### config.mk
export PLATFORM = sky130hd
export DESIGN_NAME = dtc_top
export DESIGN_NICKNAME = d
export VERILOG_FILES = /design/src/hw/dtc_pkg.sv /design/src/hw/dtc_count_unit.sv /design/src/hw/dtc_top.sv
export VERILOG_INCLUDE_DIRS = /design/src /design/src/hw
export SDC_FILE = /design/constraint.sdc
export NUM_CORES = 1
export LEC_CHECK = 0
export BUFFER_PORTS_ARGS = -buffer_cell sky130_fd_sc_hd__buf_4
export CORE_MARGIN = 3
export CORE_UTILIZATION = 55
export CTS_CLUSTER_DIAMETER = 120
export DETAILED_ROUTE_END_ITERATION = 7
export PLACE_DENSITY = 0.74
export SYNTH_ARGS = -nofsm -noshare
export SYNTH_HDL_FRONTEND = slang
export SYNTH_SLANG_ARGS = --single-unit
### constraint.sdc
create_clock -name core_clk -period 3.45 [get_ports core_clk]
set_input_delay 0.5175 -clock core_clk [delete_from_list [all_inputs] [get_ports core_clk]]
set_output_delay 0.5175 -clock core_clk [all_outputs]
set_load 0.03 [all_outputs]
### src/hw/dtc_params.svh
`ifndef DTC_PARAMS_SVH
`define DTC_PARAMS_SVH

// Register addresses in special function register space
`define DTC_ADDR_CTRL       8'h88
`define DTC_ADDR_MODE       8'h89
`define DTC_ADDR_CNT_A_LO   8'h8a
`define DTC_ADDR_CNT_B_LO   8'h8b
`define DTC_ADDR_CNT_A_HI   8'h8c
`define DTC_ADDR_TH1        8'h8d
`define DTC_ADDR_IRQ_MASK   8'ha8

// Timer mode register fields
`define DTC_A_MODE_LO_BIT   0
`define DTC_A_MODE_HI_BIT   1
`define DTC_A_SRC_BIT       2
`define DTC_A_GATE_BIT      3
`define DTC_B_MODE_LO_BIT   4
`define DTC_B_MODE_HI_BIT   5
`define DTC_T1_CT_BIT       6
`define DTC_T1_GATE_BIT     7

// Timer control register fields
`define DTC_CTRL_RUN_A_BIT  4
`define DTC_CTRL_FLAG_A_BIT 5
`define DTC_CTRL_RUN_B_BIT  6
`define DTC_CTRL_FLAG_B_BIT 7
`define DTC_CTRL_RW_MASK    8'hf0

// Interrupt enable register fields
`define DTC_MASK_TA_BIT     1
`define DTC_MASK_TB_BIT     3
`define DTC_MASK_GLOBAL_BIT 7
`define DTC_MASK_RW         8'hdf

// Values
`define DTC_RESET_BYTE      8'h00
`define DTC_BYTE_MAX        8'hff
`define DTC_PRESC_MAX       5'h1f
`define DTC_PRESC_MSB       4
`define DTC_ONE_BYTE        8'h01
`define DTC_ONE_PRESC       5'h01
`define DTC_ONE_WORD        16'h0001

`endif

### src/hw/dtc_pkg.sv
`include "dtc_params.svh"

package dtc_pkg;

  typedef enum logic [1:0] {
    DTC_MODE_13,
    DTC_MODE_16,
    DTC_MODE_8R,
    DTC_MODE_SPLIT
  } dtc_mode_e;

  function automatic logic [7:0] byte_inc(input logic [7:0] v);
    byte_inc = v + `DTC_ONE_BYTE;
  endfunction : byte_inc

  function automatic logic [15:0] word_inc(input logic [15:0] v);
    word_inc = v + `DTC_ONE_WORD;
  endfunction : word_inc

endpackage : dtc_pkg

### src/hw/dtc_count_unit.sv
`include "dtc_params.svh"

module dtc_count_unit (
  input  wire logic              inc_low,
  input  dtc_pkg::dtc_mode_e     mode,
  input  wire logic [7:0]        low_cur,
  input  wire logic [7:0]        high_cur,
  output logic      [7:0]        low_new,
  output logic      [7:0]        high_new,
  output logic                   ovf
);

  logic [15:0] word_new;
  logic [4:0]  presc_new;

  always_comb begin
    word_new  = dtc_pkg::word_inc({high_cur, low_cur});
    presc_new = low_cur[`DTC_PRESC_MSB:0] + `DTC_ONE_PRESC;
    low_new   = low_cur;
    high_new  = high_cur;
    ovf       = 1'b0;
    if (inc_low) begin
      case (mode)
        dtc_pkg::DTC_MODE_13: begin
          // Low five bits prescale the high byte
          low_new = {low_cur[7:`DTC_PRESC_MSB+1], presc_new};
          if (low_cur[`DTC_PRESC_MSB:0] == `DTC_PRESC_MAX) begin
            high_new = dtc_pkg::byte_inc(high_cur);
            ovf      = (high_cur == `DTC_BYTE_MAX);
          end
        end
        dtc_pkg::DTC_MODE_16: begin
          low_new  = word_new[7:0];
          high_new = word_new[15:8];
          ovf      = ({high_cur, low_cur} == {`DTC_BYTE_MAX, `DTC_BYTE_MAX});
        end
        dtc_pkg::DTC_MODE_8R: begin
          if (low_cur == `DTC_BYTE_MAX) begin
            low_new = high_cur;
            ovf     = 1'b1;
          end else begin
            low_new = dtc_pkg::byte_inc(low_cur);
          end
        end
        dtc_pkg::DTC_MODE_SPLIT: begin
          low_new = dtc_pkg::byte_inc(low_cur);
          ovf     = (low_cur == `DTC_BYTE_MAX);
        end
        default: begin
          low_new = low_cur;
        end
      endcase
    end
  end

endmodule : dtc_count_unit

### src/hw/dtc_top.sv
// Function
// - Gate set: timer 0 needs pin high
// - Gate clear: timer 0 runs on run bit
// - Source clear: count internal clock
// - Source set: count pin falling edges
// - Mode 0: five-bit prescaler, 8-bit count
// - Mode 1: full 16-bit count
// - Mode 2: low byte reloads from high
// - Split: timer 0 low uses own controls
// - Split: timer 0 high uses timer 1 run
// - Timer 1 mode 3 holds its value
// - Timer 0 mode bits at 1, 0
// - Timer 1 mode low bit at 4
// - Timer 0 low byte at 8Ah
// - Timer 1 low byte at 8Bh
// - Timer 0 high byte at 8Ch
// - Timer 0 interrupt enable bit 1
// - Timer 1 interrupt enable bit 3
// - Bit 7 masks all interrupts globally
`include "dtc_params.svh"

module dtc_top (
  input  wire logic        core_clk,
  input  wire logic        rst_n,
  input  wire logic [7:0]  sfr_addr,
  input  wire logic        sfr_wr,
  input  wire logic        sfr_rd,
  input  wire logic [7:0]  sfr_wdata,
  output logic      [7:0]  sfr_rdata,
  input  wire logic        ext_irq_pin_a,
  input  wire logic        count_input_pin_a,
  input  wire logic        ext_irq_pin_b,
  input  wire logic        count_input_pin_b,
  output logic             timer_a_ovf_flag,
  output logic             timer_b_ovf_flag,
  output logic             timer_a_irq_req,
  output logic             timer_b_irq_req,
  output logic             irq_global_on
);

  function automatic logic sfr_hit(input logic [7:0] addr,
                                   input logic [7:0] target);
    sfr_hit = (addr == target);
  endfunction : sfr_hit

  logic [7:0] cnt_a_lo_reg;
  logic [7:0] cnt_a_hi_reg;
  logic [7:0] cnt_b_lo_reg;
  logic [7:0] th1_reg;
  logic [7:0] mode_reg;
  logic [7:0] irq_enable_mask_reg;
  logic       run_bit_timer_a;
  logic       run_bit_timer_b;
  logic       flag_a_reg;
  logic       flag_b_reg;
  logic [3:0] pin_meta;
  logic [3:0] pin_sync;
  logic [1:0] count_prev;

  logic       wr_a_lo;
  logic       wr_a_hi;
  logic       wr_b_lo;
  logic       wr_th1;
  logic       wr_mode;
  logic       wr_ctrl;
  logic       wr_ie;
  logic       irq_a_s;
  logic       irq_b_s;
  logic       fall_a;
  logic       fall_b;
  logic       gate_a;
  logic       gate_b;
  logic       src_a;
  logic       src_b;
  logic       en_a;
  logic       en_b;
  logic       inc_low_a;
  logic       inc_low_b;
  logic       inc_high_split;
  logic       split_a;
  logic       ovf_a;
  logic       ovf_b;
  logic       ovf_split_high;
  logic       set_flag_a;
  logic       set_flag_b;
  logic [7:0] a_lo_new;
  logic [7:0] a_hi_new;
  logic [7:0] b_lo_new;
  logic [7:0] th1_new;
  logic [7:0] cnt_a_hi_next;
  logic [7:0] ctrl_view;
  logic       irq_on_timer_a;
  logic       irq_on_timer_b;

  dtc_pkg::dtc_mode_e mode_a;
  dtc_pkg::dtc_mode_e mode_b;

  // Register decode
  assign wr_a_lo = sfr_wr && sfr_hit(sfr_addr, `DTC_ADDR_CNT_A_LO);
  assign wr_b_lo = sfr_wr && sfr_hit(sfr_addr, `DTC_ADDR_CNT_B_LO);
  assign wr_a_hi = sfr_wr && sfr_hit(sfr_addr, `DTC_ADDR_CNT_A_HI);
  assign wr_th1  = sfr_wr && sfr_hit(sfr_addr, `DTC_ADDR_TH1);
  assign wr_mode = sfr_wr && sfr_hit(sfr_addr, `DTC_ADDR_MODE);
  assign wr_ctrl = sfr_wr && sfr_hit(sfr_addr, `DTC_ADDR_CTRL);
  assign wr_ie   = sfr_wr && sfr_hit(sfr_addr, `DTC_ADDR_IRQ_MASK);

  // Mode fields
  assign mode_a = dtc_pkg::dtc_mode_e'(
    mode_reg[`DTC_A_MODE_HI_BIT:`DTC_A_MODE_LO_BIT]);
  assign mode_b = dtc_pkg::dtc_mode_e'(
    mode_reg[`DTC_B_MODE_HI_BIT:`DTC_B_MODE_LO_BIT]);
  assign gate_a  = mode_reg[`DTC_A_GATE_BIT];
  assign gate_b  = mode_reg[`DTC_T1_GATE_BIT];
  assign src_a   = mode_reg[`DTC_A_SRC_BIT];
  assign src_b   = mode_reg[`DTC_T1_CT_BIT];
  assign split_a = (mode_a == dtc_pkg::DTC_MODE_SPLIT);

  // Pin synchronisers, order: irq a, count a, irq b, count b
  always_ff @(posedge core_clk or negedge rst_n) begin
    if (!rst_n) begin
      pin_meta <= 4'h0;
      pin_sync <= 4'h0;
    end else begin
      pin_meta <= {count_input_pin_b, ext_irq_pin_b,
                   count_input_pin_a, ext_irq_pin_a};
      pin_sync <= pin_meta;
    end
  end

  always_ff @(posedge core_clk or negedge rst_n) begin
    if (!rst_n) begin
      count_prev <= 2'h0;
    end else begin
      count_prev <= {pin_sync[3], pin_sync[1]};
    end
  end

  assign irq_a_s = pin_sync[0];
  assign irq_b_s = pin_sync[2];
  assign fall_a  = count_prev[0] && !pin_sync[1];
  assign fall_b  = count_prev[1] && !pin_sync[3];

  // Run qualification and count source
  assign en_a = run_bit_timer_a && (!gate_a || irq_a_s);
  assign en_b = run_bit_timer_b && (!gate_b || irq_b_s);
  assign inc_low_a = en_a && (src_a ? fall_a : 1'b1);
  assign inc_low_b = en_b && (src_b ? fall_b : 1'b1) &&
                     (mode_b != dtc_pkg::DTC_MODE_SPLIT);
  assign inc_high_split = split_a && run_bit_timer_b;

  dtc_count_unit u_count_a (
    .inc_low  (inc_low_a),
    .mode     (mode_a),
    .low_cur  (cnt_a_lo_reg),
    .high_cur (cnt_a_hi_reg),
    .low_new  (a_lo_new),
    .high_new (a_hi_new),
    .ovf      (ovf_a)
  );

  dtc_count_unit u_count_b (
    .inc_low  (inc_low_b),
    .mode     (mode_b),
    .low_cur  (cnt_b_lo_reg),
    .high_cur (th1_reg),
    .low_new  (b_lo_new),
    .high_new (th1_new),
    .ovf      (ovf_b)
  );

  // Split mode high byte of timer 0: internal clock only
  assign cnt_a_hi_next = inc_high_split ? dtc_pkg::byte_inc(cnt_a_hi_reg) :
                                          a_hi_new;
  assign ovf_split_high = inc_high_split && (cnt_a_hi_reg == `DTC_BYTE_MAX);

  // Timer 1 loses its flag to the split high byte
  assign set_flag_a = ovf_a;
  assign set_flag_b = split_a ? ovf_split_high : ovf_b;

  // Count bytes: a software write wins over counting
  always_ff @(posedge core_clk or negedge rst_n) begin
    if (!rst_n) begin
      cnt_a_lo_reg <= `DTC_RESET_BYTE;
    end else if (wr_a_lo) begin
      cnt_a_lo_reg <= sfr_wdata;
    end else begin
      cnt_a_lo_reg <= a_lo_new;
    end
  end

  always_ff @(posedge core_clk or negedge rst_n) begin
    if (!rst_n) begin
      cnt_a_hi_reg <= `DTC_RESET_BYTE;
    end else if (wr_a_hi) begin
      cnt_a_hi_reg <= sfr_wdata;
    end else begin
      cnt_a_hi_reg <= cnt_a_hi_next;
    end
  end

  always_ff @(posedge core_clk or negedge rst_n) begin
    if (!rst_n) begin
      cnt_b_lo_reg <= `DTC_RESET_BYTE;
    end else if (wr_b_lo) begin
      cnt_b_lo_reg <= sfr_wdata;
    end else begin
      cnt_b_lo_reg <= b_lo_new;
    end
  end

  always_ff @(posedge core_clk or negedge rst_n) begin
    if (!rst_n) begin
      th1_reg <= `DTC_RESET_BYTE;
    end else if (wr_th1) begin
      th1_reg <= sfr_wdata;
    end else begin
      th1_reg <= th1_new;
    end
  end

  // Configuration
  always_ff @(posedge core_clk or negedge rst_n) begin
    if (!rst_n) begin
      mode_reg <= `DTC_RESET_BYTE;
    end else if (wr_mode) begin
      mode_reg <= sfr_wdata;
    end
  end

  always_ff @(posedge core_clk or negedge rst_n) begin
    if (!rst_n) begin
      irq_enable_mask_reg <= `DTC_RESET_BYTE;
    end else if (wr_ie) begin
      irq_enable_mask_reg <= sfr_wdata & `DTC_MASK_RW;
    end
  end

  always_ff @(posedge core_clk or negedge rst_n) begin
    if (!rst_n) begin
      run_bit_timer_a <= 1'b0;
      run_bit_timer_b <= 1'b0;
    end else if (wr_ctrl) begin
      run_bit_timer_a <= sfr_wdata[`DTC_CTRL_RUN_A_BIT];
      run_bit_timer_b <= sfr_wdata[`DTC_CTRL_RUN_B_BIT];
    end
  end

  // Overflow flags: hardware set beats software write
  always_ff @(posedge core_clk or negedge rst_n) begin
    if (!rst_n) begin
      flag_a_reg <= 1'b0;
    end else if (set_flag_a) begin
      flag_a_reg <= 1'b1;
    end else if (wr_ctrl) begin
      flag_a_reg <= sfr_wdata[`DTC_CTRL_FLAG_A_BIT];
    end
  end

  always_ff @(posedge core_clk or negedge rst_n) begin
    if (!rst_n) begin
      flag_b_reg <= 1'b0;
    end else if (set_flag_b) begin
      flag_b_reg <= 1'b1;
    end else if (wr_ctrl) begin
      flag_b_reg <= sfr_wdata[`DTC_CTRL_FLAG_B_BIT];
    end
  end

  // Interrupt requests
  assign irq_on_timer_a = irq_enable_mask_reg[`DTC_MASK_TA_BIT];
  assign irq_on_timer_b = irq_enable_mask_reg[`DTC_MASK_TB_BIT];
  assign irq_global_on  = irq_enable_mask_reg[`DTC_MASK_GLOBAL_BIT];
  assign timer_a_irq_req = flag_a_reg && irq_on_timer_a &&
                           irq_global_on;
  assign timer_b_irq_req = flag_b_reg && irq_on_timer_b &&
                           irq_global_on;
  assign timer_a_ovf_flag = flag_a_reg;
  assign timer_b_ovf_flag = flag_b_reg;

  always_comb begin
    ctrl_view = `DTC_RESET_BYTE;
    ctrl_view[`DTC_CTRL_RUN_A_BIT]  = run_bit_timer_a;
    ctrl_view[`DTC_CTRL_FLAG_A_BIT] = flag_a_reg;
    ctrl_view[`DTC_CTRL_RUN_B_BIT]  = run_bit_timer_b;
    ctrl_view[`DTC_CTRL_FLAG_B_BIT] = flag_b_reg;
  end

  // Read data registered one cycle after the strobe
  always_ff @(posedge core_clk or negedge rst_n) begin
    if (!rst_n) begin
      sfr_rdata <= `DTC_RESET_BYTE;
    end else if (sfr_rd) begin
      case (sfr_addr)
        `DTC_ADDR_CNT_A_LO: sfr_rdata <= cnt_a_lo_reg;
        `DTC_ADDR_CNT_B_LO: sfr_rdata <= cnt_b_lo_reg;
        `DTC_ADDR_CNT_A_HI: sfr_rdata <= cnt_a_hi_reg;
        `DTC_ADDR_TH1:  sfr_rdata <= th1_reg;
        `DTC_ADDR_MODE: sfr_rdata <= mode_reg;
        `DTC_ADDR_CTRL: sfr_rdata <= ctrl_view;
        `DTC_ADDR_IRQ_MASK: sfr_rdata <= irq_enable_mask_reg;
        default:        sfr_rdata <= `DTC_RESET_BYTE;
      endcase
    end
  end

  logic [15:0] cnt_a16;
  assign cnt_a16 = {cnt_a_hi_reg, cnt_a_lo_reg};
endmodule : dtc_top

After elaboration in Yosys (flattened, before gate mapping)
Cells that the tools add are included.
- equal/unequal tests: 26
- mux-type cells: 33
- reductions and logical operators: 40
- add/subtract/negate cells: 8
- operator list (cell ; count):
    8-bit 2-to-1 mux ; 13
    8-bit == test (second input constant) ; 11
    8-bit one-hot mux with 4 select lines ; 2
    8-bit one-hot mux with 7 select lines ; 1
    16-bit by 1-bit adder with 16-bit output (second input constant) ; 2
    8-bit by 1-bit adder with 8-bit output (second input constant) ; 4
    16-bit == test (second input constant) ; 2
    8-bit one-hot mux with 2 select lines ; 2
    1-bit logical AND ; 20
    1-bit 2-to-1 mux ; 13
    5-bit by 1-bit adder with 5-bit output (second input constant) ; 2
    5-bit == test (second input constant) ; 2
    2-bit nonzero test ; 5
    2-bit == test (second input constant) ; 4
    1-bit one-hot mux with 4 select lines ; 2
    2-bit != test (second input constant) ; 3
    3-bit AND reduction ; 2
    3-bit nonzero test ; 2
    2-bit by 1-bit == test with 1-bit output (second input constant) ; 2
    1-bit zero test ; 4
    2-bit zero test ; 2
    4-bit by 3-bit != test with 1-bit output (second input constant) ; 1
    2-bit AND reduction ; 2
    4-bit nonzero test ; 1
    other kinds (2) ; 3
- logic and storage cells: 123
- flip-flop bits (word level): 69
- output and inout bits: 13

Logic depth before layout (Yosys ltp)
Gate-level depths: netlist (run 1).
- word-level depth: 8
- depth in mapped cells: 9
- gate-level depth less buffers: 9

Hierarchy
From an unflattened synthesis (run 1), not the netlist that was laid out.
- cell total of the unflattened synthesis: 461
- area, all modules: 4715.8 µm²
- by module, submodules not included (module ; times used ; seq. area each (µm²) ; area each (µm²) ; cells each):
    dtc_top ; 1 ; 1726.7 ; 3397.0 ; 273
    dtc_count_unit ; 2 ; 0.0 ; 659.4 ; 94

Worst setup path after synthesis (run 1)
No wires, ideal clock.
- kind: reg-to-reg
- from: reg cnt_a_lo_reg[0]
- to: reg cnt_a_hi_reg[5]
- required time: 3325 ps
- stages on the path, launching flop included: 10
- slack: 1268 ps
- data arrival time: 2058 ps
- buffers on the path: 0
- path through: dfrtp_1 ha_1 nand3_1 inv_1 ha_1 o21bai_1 a2111oi_2 o2111ai_1 xnor2_1 mux2_2
- cells in the longest elaborated chain, start to end: 5
- elaborated cells between the ends (all ways): 8
- RTL lines (item ; line ; RTL):
    start, declared ; dtc_top.sv:46 ; logic [7:0] cnt_a_lo_reg;
    start signal, assigned ; dtc_top.sv:183 ; cnt_a_lo_reg <= `DTC_RESET_BYTE;
    start signal, assigned ; dtc_top.sv:185 ; cnt_a_lo_reg <= sfr_wdata;
    start signal, assigned ; dtc_top.sv:187 ; cnt_a_lo_reg <= a_lo_new;
    16-bit by 1-bit adder with 16-bit output (no source line) ; -- ;
    8-bit one-hot mux with 2 select lines ; dtc_count_unit.sv:23 ; case (mode)
    8-bit 2-to-1 mux ; dtc_count_unit.sv:22 ; if (inc_low) begin
    8-bit 2-to-1 mux ; dtc_top.sv:172 ; assign cnt_a_hi_next = inc_high_split ? dtc_pkg::byte_inc(cnt_a_hi_reg) :
    8-bit 2-to-1 mux ; dtc_top.sv:194 ; end else if (wr_a_hi) begin
    end signal, assigned ; dtc_top.sv:193 ; cnt_a_hi_reg <= `DTC_RESET_BYTE;
    end signal, assigned ; dtc_top.sv:195 ; cnt_a_hi_reg <= sfr_wdata;
    end signal, assigned ; dtc_top.sv:197 ; cnt_a_hi_reg <= cnt_a_hi_next;
    end, declared ; dtc_top.sv:47 ; logic [7:0] cnt_a_hi_reg;
Several ways; a longest one is shown, not always the timed one. The select of a mux whose other input is x is not followed.
A chain may end at the register's enable or synchronous reset.

Worst setup path in the final report (run 1)
- from: reg cnt_a_lo_reg[0]
- to: reg cnt_a_hi_reg[7]
Same word-level chain as after synthesis.

==> impl_results.md, run 1 <==
- Status: completed
- Setup Buffers After CTS: 0
- Share of cells above drive strength 1: 17.4%
- TritonCTS buffer count: 9
- Worst reg-to-reg path cell count: 9
- Detailed Routing Iterations Pass 1: 6
- Clk pin slew, worst setup/hold paths: 80 ps
- CTS Sinks: 69
- EDFF count, synth: 0
- Clock Skew: 10.8 ps
- Worst Path Required: 3680 ps
- Switch share: 39.1%
- CTS Buffer Depth: 2
- Syn Inst Count: 463
- Worst Setup End Kind: flip-flop
- Fin crit share: 73.6%
- Clk pwr share: 22.1%
- Top sig layer: met4
- Initial core utilization: 58.0%
- WHS: 261 ps
- CP max-delay cell: a2111oi_2
- Filler cell count: 606
- Wire length per cell: 20.2 um
- Startpoint Class: flip-flop
- Final ANT Viol Nets: 0
- M1 WL: 5220 um
- VDD IR max: 306 uV
- Hpwl dp: 8660 um
- First-pass GRT wire length: 18900 um
- Via-per-instance ratio: 6.45
- NetSw: 0.00115 W
- HP Class: primary input to asynchronous set/reset pin
- Die width: 94.4 um
- Comb power frac: 31.9%
- Synth Register Bits: 69
- DRC: 0
- 1st-iter DRT viols: 336
- CTS root buf: clkbuf_8
- CTS hold repair buffers: 0
- RSZ-0062 raised after global routing: false
- Largest net degree at the start of global routing: 70
- P_leak: 1.97 nW
- Cell mode on critical path: ha_1
- Total gr overflow: 0
- Post-synthesis sequential area ratio: 40.2%
- Ys Warns: 0
- P_int: 0.00180 W
- Io pins: 37
- Max-Cap Viols: 0
- Total GRT Usage: 28.0%
- Worst slew pin tran: 861 ps
- Synth Flop Type: dfrtp_1
- # H-tree levels: 3
- Worst path arrival time: 2770 ps
- Final hold violations: 0
- N_diodes: 0
- Power Density: 613 mW/mm^2
- IO Port Bufs: 36
- WL met3: 1130 um
- Area of the mapped netlist: 0.00430 sq mm
- Worst r2r dst: cnt_a_hi_reg[7]
- Post-layout min period: 2540 ps
- Core Region: 0.00741 sq mm
- GP Congestion: 0.966
- Reg power frac: 46.0%
- Row cnt: 31
- Flop2flop setup slack: 910 ps
- CTS tree: built
- Final Max Slew Viols: 0
- Die ar.: 0.00891 sq mm
- Area delta synth->final: 11.9%
- Crit-path max FO: 6
- Vias in the first global route: 3508
- Clk_lat worst skew: 350 ps
- Max stage delay on crit path: 470 ps
- Setup_tns: 0 ps
- Syn Area/Cell: 9.29 sq um
- Fin nets: 520
- R2r startpoint: cnt_a_lo_reg[0]
- Initial antenna violation count: 0
- Synth unique cells: 72
- Max-slew headroom: 42.6%
- Post_cts resized: 0
- Mapped Nets: 493
- Y dimension of the die: 94.4 um
- Vias: 3829
- FFs w/ async S/R, synth: 100%
- Worst Path Class, Setup: flip-flop to flip-flop
- Final setup violating endpoints: 0
- Multi-input logic area: 0.00240 sq mm
- Fmax: 394 MHz
- DR WL met2: 5310 um
- Total area of sequential cells: 0.00173 sq mm
- Critical path cell sequence: ha_1 -> nand3_1 -> inv_1 -> ha_1 -> o21bai_1 -> a2111oi_2 -> o2111ai_1 -> xnor2_1 -> mux2_2
- Layout Utilization: 64.9%
- Routed wire length: 12000 um
==> cell families (layout without fill, tap and decap cells) <==
family | count (synthesis) | after routing | share of synthesized area, %
DFF | 69 | 69 | 40.2
and+or+nand+nor | 160 | 160 | 20.2
xor gates and xnor gates | 15 | 15 | 3.06
buffers and inverters | 42 | 74 | 3.93
adders and majority gates | 6 | 6 | 1.75
AOI/OAI and AO/OA | 139 | 139 | 22.5
muxes | 32 | 32 | 8.35
==> layout make-up <==
cell class                      count  share of cell area (%)
Timing Repair Buffer               39                    6.09
Multi-Input combinational cell    352                    50.0
Inverter                           19                    1.48
Clock buffer                       12                    3.02
Tap cell                           99                    2.57
Clock inverter                      4                   0.988
Sequential cell                    69                    35.9
==> per-stage QoR <==
step	total power (W)	std cells	setup WS [ps]	area (sq um)
2_1_floorplan	0.00193	463	1270	4300
3_3_place_gp	0.00225	578	1050	4620
3_5_place_dp	0.00228	578	960	4620
4_1_cts	0.00293	594	940	4810
5_1_grt	0.00313	594	670	4810
6_report	0.00295	594	911	4810
==> synth_stat cells (all sizes together), types with 2 or more instances <==
cell type	number	share of area, %
dfrtp	69	40
nand2	37	3.2
o21ai	32	3.7
nor2	26	2.3
nand3	23	2.8
a21oi	21	2.4
mux2	21	5.5
inv	19	1.7
and3	17	2.5
o22ai	15	2.2
a22oi	13	2.3
buf	12	1.3
clkbuf	11	0.96
nor2b	11	1.6
mux2i	10	2.3
xor2	10	2.0
nand4	8	1.2
a211oi	7	1.3
and2	7	1.0
o31ai	7	1.2
ha	6	1.7
nor3	6	0.81
nand2b	5	0.73
o211ai	5	0.87
xnor2	5	1.0
nor3b	4	0.81
o2111ai	4	0.81
or3	4	0.58
a2111oi	3	1.2
a21o	3	0.52
a221oi	3	0.61
and4	3	0.61
o21bai	3	0.61
a211o	2	0.41
a21boi	2	0.35
a41oi	2	0.41
o2bb2ai	2	0.41
==> cell usage in the layout (no fill, tap or decap), drive strengths merged, types with 8 or more instances in the layout <==
cell type	instances
inv	19
nor2b	11
o21ai	32
mux2i	10
nand4	8
nand3	23
nor2	26
xor2	10
and3	17
mux2	21
nand2	37
dfrtp	69
clkbuf	12
buf	39
a22oi	13
a21oi	21
o22ai	15
==> power by group through the flow <==
stage | clock network (W) | registers (W) | logic (W)
floorplan | 0 | 0.00121 | 0.000722
global placement | 0 | 0.00135 | 0.000901
detailed placement | 0 | 0.00135 | 0.000923
CTS | 0.000660 | 0.00134 | 0.000933
global route | 0.000696 | 0.00138 | 0.00105
finish | 0.000652 | 0.00136 | 0.000940
==> per-layer routing <==
metal / GRT usage, % / vias to the layer above
met1: 39.7 / 1827
met2: 43.1 / 187
met5: 0 / -
li1: - / 1783
met4: 9.99 / 0
met3: 5.18 / 32
==> critical path, delay by kind of cell, from the launching register on <==
family	cells	cell delay, ps
compound gates	3	740
xor+xnor	1	170
fa+ha+maj	2	400
buf+inv	1	190
flops	1	440
mux	1	280
simple gates	1	220
==> how the worst max path moves through the flow <==
stage | slack (ps) | endpoint | cells past startpoint | start
2_1_floorplan | 1270 | cnt_a_hi_reg[5] | 9 | cnt_a_lo_reg[0]
6_report | 910 | cnt_a_hi_reg[7] | 9 | cnt_a_lo_reg[0]
3_5_place_dp | 960 | cnt_a_hi_reg[5] | 9 | cnt_a_lo_reg[0]
4_1_cts | 940 | cnt_a_hi_reg[5] | 9 | cnt_a_lo_reg[0]
5_1_grt | 670 | cnt_a_hi_reg[7] | 9 | cnt_a_lo_reg[0]
3_3_place_gp | 1050 | cnt_a_hi_reg[7] | 5 | sfr_addr[6]
Note: power is estimated with default switching activity, not from simulation.
==> inputs of run 2 (changes only) <==
==> constraint.sdc (replaced) <==
create_clock -name core_clk -period 2.39 [get_ports core_clk]
set_input_delay 0.3585 -clock core_clk [delete_from_list [all_inputs] [get_ports core_clk]]
set_output_delay 0.3585 -clock core_clk [all_outputs]
set_load 0.03 [all_outputs]
==> run 2 against run 1 <==
Effect of this change: wire length increased by 1.1%; power increased by 51%; clock skew about the same; fmax increased by 14%; highest routed layer unchanged.
==> impl_results.md, run 2 (synthesis gave the netlist of run 1 again) <==
- Row cnt: 31 (unchanged)
- Die width: 94.4 um (unchanged)
- IO Port Bufs: 36 (unchanged)
- CP max-delay cell: a2111oi_4
- Vias: 3910 (+2.1%)
- Fin nets: 534 (+2.7%)
- Layout Cells excl Fill: 608 (+2.4%)
- CTS tree: built
- Dpl cells: 590 (+2.1%)
- Total area of sequential cells: 0.00173 sq mm (unchanged)
- Via-per-instance ratio: 6.43 (-0.24%)
- Detailed Routing Iterations Pass 1: 5 (-1)
- Max stage delay on crit path: 410 ps (-60 ps)
- CTS root buf: clkbuf_8
- Clock Skew: 10.3 ps (-0.491 ps)
- Total GRT Usage: 28.7% (+0.71 points)
- Worst slew pin tran: 890 ps (+29.3 ps)
- Startpoint Class: flip-flop
- Largest net degree at the start of global routing: 70 (unchanged)
- Final setup violating endpoints: 0 (unchanged)
- Critical path cell sequence: ha_1 -> and3_1 -> ha_1 -> o21bai_2 -> a2111oi_4 -> nand3_2 -> or3_1 -> a31oi_1
- Final Max Slew Viols: 0 (unchanged)
- Final hold violations: 0 (unchanged)
- CTS Sinks: 69 (unchanged)
- Area delta synth->final: 15.4%
- Initial antenna violation count: 0 (unchanged)
- Status: completed
- RSZ-0062 raised after global routing: false
- GP Congestion: 0.915 (-5.2%)
- Switch share: 37.8% (-1.3 points)
- Worst Setup End Kind: flip-flop
- Commonest non-fill, non-tap cell in the layout: dfrtp_1
- Post-layout min period: 2230 ps (-312 ps)
- TritonCTS buffer count: 9 (unchanged)
- Share of cells above drive strength 1: 20.0% (+2.7 points)
- Max-slew headroom: 40.7% (-2.0 points)
- P_leak: 2.06 nW (+4.5%)
- DRC: 0 (unchanged)
- N_diodes: 0 (unchanged)
- CTS Buffer Depth: 2 (unchanged)
- Max-Cap Viols: 0 (unchanged)
- Wire length per cell: 19.9 um (-1.2%)
- Clk_lat worst skew: 350 ps (about the same)
- Die ar.: 0.00891 sq mm (unchanged)
- 1st-iter DRT viols: 396 (+18%)
- Worst Path Required: 2660 ps (-1020 ps)
- VDD IR max: 378 uV (+24%)
- DP Worst Slack: 109 ps (-851 ps)
- Fmax: 449 MHz (+14%)
- Io pins: 37 (unchanged)
- HP Class: primary input to flip-flop
- P_int: 0.00276 W (+54%)
- Cell mode on critical path: ha_1
- Y dimension of the die: 94.4 um (unchanged)
- Initial core utilization: 58.0% (unchanged)
- Crit-path max FO: 8 (+2)
- Core Region: 0.00741 sq mm (unchanged)
- Reg power frac: 42.3% (-3.7 points)
- Clk pin slew, worst setup/hold paths: 80 ps (about the same)
- Power Total: 0.00444 W (+51%)
- Hpwl dp: 8720 um (+0.59%)
- Multi-input logic area: 0.00242 sq mm (+0.52%)
- # H-tree levels: 3 (unchanged)
- Flop2flop setup slack: 160 ps (-750 ps)
- NetSw: 0.00168 W (+46%)
- Worst path arrival time: 2500 ps (-270 ps)
- Setup_tns: 0 ps (unchanged)
- Filler cell count: 567 (-6.4%)
- WHS: 116 ps (-145 ps)
- Worst Path Class, Setup: flip-flop to flip-flop
- Clk pwr share: 24.1% (+2.0 points)
- Final ANT Viol Nets: 0 (unchanged)
- Fin crit share: 93.2% (+20 points)
- First-pass GRT wire length: 19300 um (+2.4%)
- Most frequent cells in the layout: dfrtp_1, buf_4, nand2_1
- Routed wire length: 12100 um (+1.1%)
- Family with the most delay on the worst path: simple AND/OR/NAND/NOR gates
- Comb power frac: 33.6% (+1.7 points)
- Total gr overflow: 0 (unchanged)
- Worst setup margin: 162 ps (-748 ps)
- Power Density: 895 mW/mm^2 (+46%)
- Worst path buffer plus inverter count: 0 (-1)
- Vias in the first global route: 3543 (+1.0%)
run 2: final timing paths:
kind / cells past startpoint / start / to
setup / recovery: 8 / cnt_b_lo_reg[0] / th1_reg[7]
hold / removal: 1 / ext_irq_pin_b / pin_meta[2]
setup reg to reg: 8 / cnt_b_lo_reg[0] / th1_reg[7]
hold reg to reg: 0 / pin_meta[0] / pin_sync[0]
max in group asynchronous: 1 / rst_n / cnt_a_lo_reg[2]
min in group asynchronous: 1 / rst_n / sfr_rdata[2]
run 2: power groups by stage:
stage                     Sequential, W  Combinational, W  Clock, W
after CTS                       0.00186           0.00146   0.00108
final                           0.00188           0.00149   0.00107
after global placement          0.00188           0.00141         0
after floorplan                 0.00174           0.00104         0
after detailed placement        0.00188           0.00145         0
after global routing            0.00192           0.00167   0.00114
run 2: through the flow:
step	cell area, sq um	utilization (%)
3_3_place_gp	4710	63.6
6_report	4960	66.9
5_1_grt	4960	66.9
3_5_place_dp	4710	63.6
4_1_cts	4930	66.6
2_1_floorplan	4300	-
run 2: timing repair:
item	in CTS	in global routing
hold buffers	0	0
gates resized for setup	0	1
setup buffers	0	2
setup endpoints to repair	0	4
run 2: cell type report:
cell class | instances | share of cell area, %
multi-input cells | 352 | 48.7
flip-flops and latches | 69 | 34.8
repair buffers | 53 | 8.02
clock buffers | 10 | 2.77
well taps | 99 | 2.50
clock inverters | 6 | 1.74
inverters | 19 | 1.44
run 2: per-layer routing:
layer  vias up  routed length, um  share of wire (%)  GRT usage (%)
met1      1866               5240                 43           41.4
met2       202               5490                 45           43.1
met5         -                  0                  0              0
met3        29               1040                8.6           5.02
li1       1813                  -                  -              -
met4         0                354                2.9           11.2
==> inputs of run 3 (changes only) <==
--- a/config.mk
+++ b/config.mk
@@ -8,10 +8,9 @@
 export LEC_CHECK = 0
 export BUFFER_PORTS_ARGS = -buffer_cell sky130_fd_sc_hd__buf_4
 export CORE_MARGIN = 3
-export CORE_UTILIZATION = 55
+export CORE_UTILIZATION = 29
 export CTS_CLUSTER_DIAMETER = 120
 export DETAILED_ROUTE_END_ITERATION = 7
-export PLACE_DENSITY = 0.74
 export SYNTH_ARGS = -nofsm -noshare
 export SYNTH_HDL_FRONTEND = slang
 export SYNTH_SLANG_ARGS = --single-unit
==> run 3 against run 2 <==
Effect of this change: critical path depth is 1 higher; largest cell class unchanged; cell count is 13% higher; worst setup slack better by 62 ps; clock skew hardly changed; design area grew 4.0%; sequential power is essentially flat.
==> impl_results.md, run 3 (synthesis gave the netlist of run 1 again) <==
- Status: completed
- RSZ-0062 raised after global routing: false
- # H-tree levels: 3 (unchanged)
- Final Max Slew Viols: 0 (unchanged)
- Y dimension of the die: 128 um (+35%)
- Initial core utilization: 30.3% (-28 points)
- Final hold violations: 0 (unchanged)
- Wire length per cell: 19.3 um (-3.3%)
- Die width: 128 um (+35%)
- Setup Buffers After CTS: 0 (unchanged)
- Grt met1 use: 23.2% (-18 points)
- Max-Cap Viols: 0 (unchanged)
- Hpwl dp: 9720 um (+11%)
- CTS hold repair buffers: 0 (unchanged)
- Fmax: 462 MHz (+2.9%)
- Largest net degree at the start of global routing: 41 (-41%)
- WHS: 12.1 ps (-103 ps)
- Row cnt: 43 (+39%)
- Area delta synth->final: 20.0%
- Clk_lat worst skew: 340 ps (about the same)
- GP Congestion: 0.949 (+3.7%)
- Fin nets: 535 (+0.19%)
- P_leak: 2.11 nW (+2.3%)
- Most frequent cells in the layout: dfrtp_1, buf_4, nand2_1
- Worst Path Required: 2610 ps (-50 ps)
- Worst slew pin tran: 566 ps (-324 ps)
- Layout Utilization: 36.3% (-31 points)
- Core Region: 0.0142 sq mm (+92%)
- TritonCTS buffer count: 9 (unchanged)
- Final ANT Viol Nets: 0 (unchanged)
- Crit-path max FO: 4 (-4)
- IO Port Bufs: 36 (unchanged)
- Clk pin slew, worst setup/hold paths: 60 ps (-20 ps)
- N_diodes: 0 (unchanged)
- Setup_tns: 0 ps (unchanged)
- First-pass GRT wire length: 21000 um (+8.6%)
- Detailed Routing Iterations Pass 1: 5 (unchanged)
- Post-layout min period: 2170 ps (-62.1 ps)
- Post_cts resized: 0 (unchanged)
- Worst path arrival time: 2390 ps (-110 ps)
- Power Density: 939 mW/mm^2 (+4.8%)
- VDD IR max: 365 uV (-3.7%)
- CTS tree: built
- Vias: 3923 (+0.33%)
- Share of cells above drive strength 1: 20.0% (unchanged)
- Worst Setup End Kind: flip-flop
- HP Class: primary input to asynchronous set/reset pin
- Area after DPL: 0.00483 sq mm (+2.6%)
- Final setup violating endpoints: 0 (unchanged)
- CTS Sinks: 69 (unchanged)
- Total gr overflow: 0 (unchanged)
- Via-per-instance ratio: 5.69 (-11%)
- Routed wire length: 13300 um (+9.5%)
- Fin crit share: 90.6% (-2.6 points)
- Die ar.: 0.0163 sq mm (+83%)
- Worst Path Class, Setup: flip-flop to flip-flop
- Commonest non-fill, non-tap cell in the layout: dfrtp_1
- CTS Buffer Depth: 2 (unchanged)
- Cell area after layout: 0.00516 sq mm (+4.0%)
- Startpoint Class: flip-flop
- 1st-iter DRT viols: 404 (+2.0%)
- Total GRT Usage: 16.7% (-12 points)
- Clock Skew: 9.97 ps (-0.362 ps)
- Io pins: 37 (unchanged)
- Met3 Usage GRT: 3.71% (-1.3 points)
- Max-slew headroom: 62.3% (+22 points)
- Initial antenna violation count: 0 (unchanged)
- CTS root buf: clkbuf_16
- Most used routing layer: met2
- Vias in the first global route: 3745 (+5.7%)
- DRC: 0 (unchanged)
- Global Route met2 Usage: 24.9% (-18 points)
## run 3: final cells by class
cell class              count  area (sq um)
flip-flops and latches     69          1730
fillers                  1449          9040
repair buffers             54           405
inverters                  19          71.3
multi-input cells         352          2420
clock buffers              10           239
well taps                 180           225
clock inverters             5          75.1
## run 3: routing by layer
| metal | part of all wire (%) | wire length, um |
|---|---|---|
| met1 | 45 | 5930 |
| met2 | 45 | 5940 |
| met3 | 8.2 | 1090 |
| met4 | 2.4 | 321 |
| met5 | 0 | 0 |
## run 3: metrics by stage
stage	power (W)	cells	worst slack [ps]
3_3_place_gp	0.00334	674	250
3_5_place_dp	0.00338	674	152
6_report	0.00484	689	224
2_1_floorplan	0.00279	463	208
5_1_grt	0.00513	689	61.3
4_1_cts	0.00484	689	126
## run 3: path summary, 6_finish.rpt
kind / startpoint / to / slack [ps] / depth (start not counted)
max in group asynchronous: rst_n / cnt_a_hi_reg[7] / 1740 / 2
max reg2reg: cnt_a_lo_reg[0] / cnt_a_hi_reg[7] / 220 / 9
min: rst_n / pin_meta[0] / 10 / 1
min in group core_clk: count_input_pin_a / pin_meta[1] / 130 / 1
max: cnt_a_lo_reg[0] / cnt_a_hi_reg[7] / 220 / 9
min reg2reg: pin_meta[1] / pin_sync[1] / 350 / 0
## run 3: worst max-delay path: stages (launching register included)
cell and delay [ps]:
dfrtp_1 340, ha_1 190, nand3_1 100, inv_1 130, ha_1 170, o21bai_1 90
a2111oi_4 420, o2111ai_1 190, xnor2_1 160, mux2_2 260
## run 3: power breakdown
part	switching (W)	internal, W	total [W]
Sequential	0.000479	0.00143	0.00191
Clock	0.000502	0.000930	0.00143
Combinational	0.000774	0.000722	0.00150
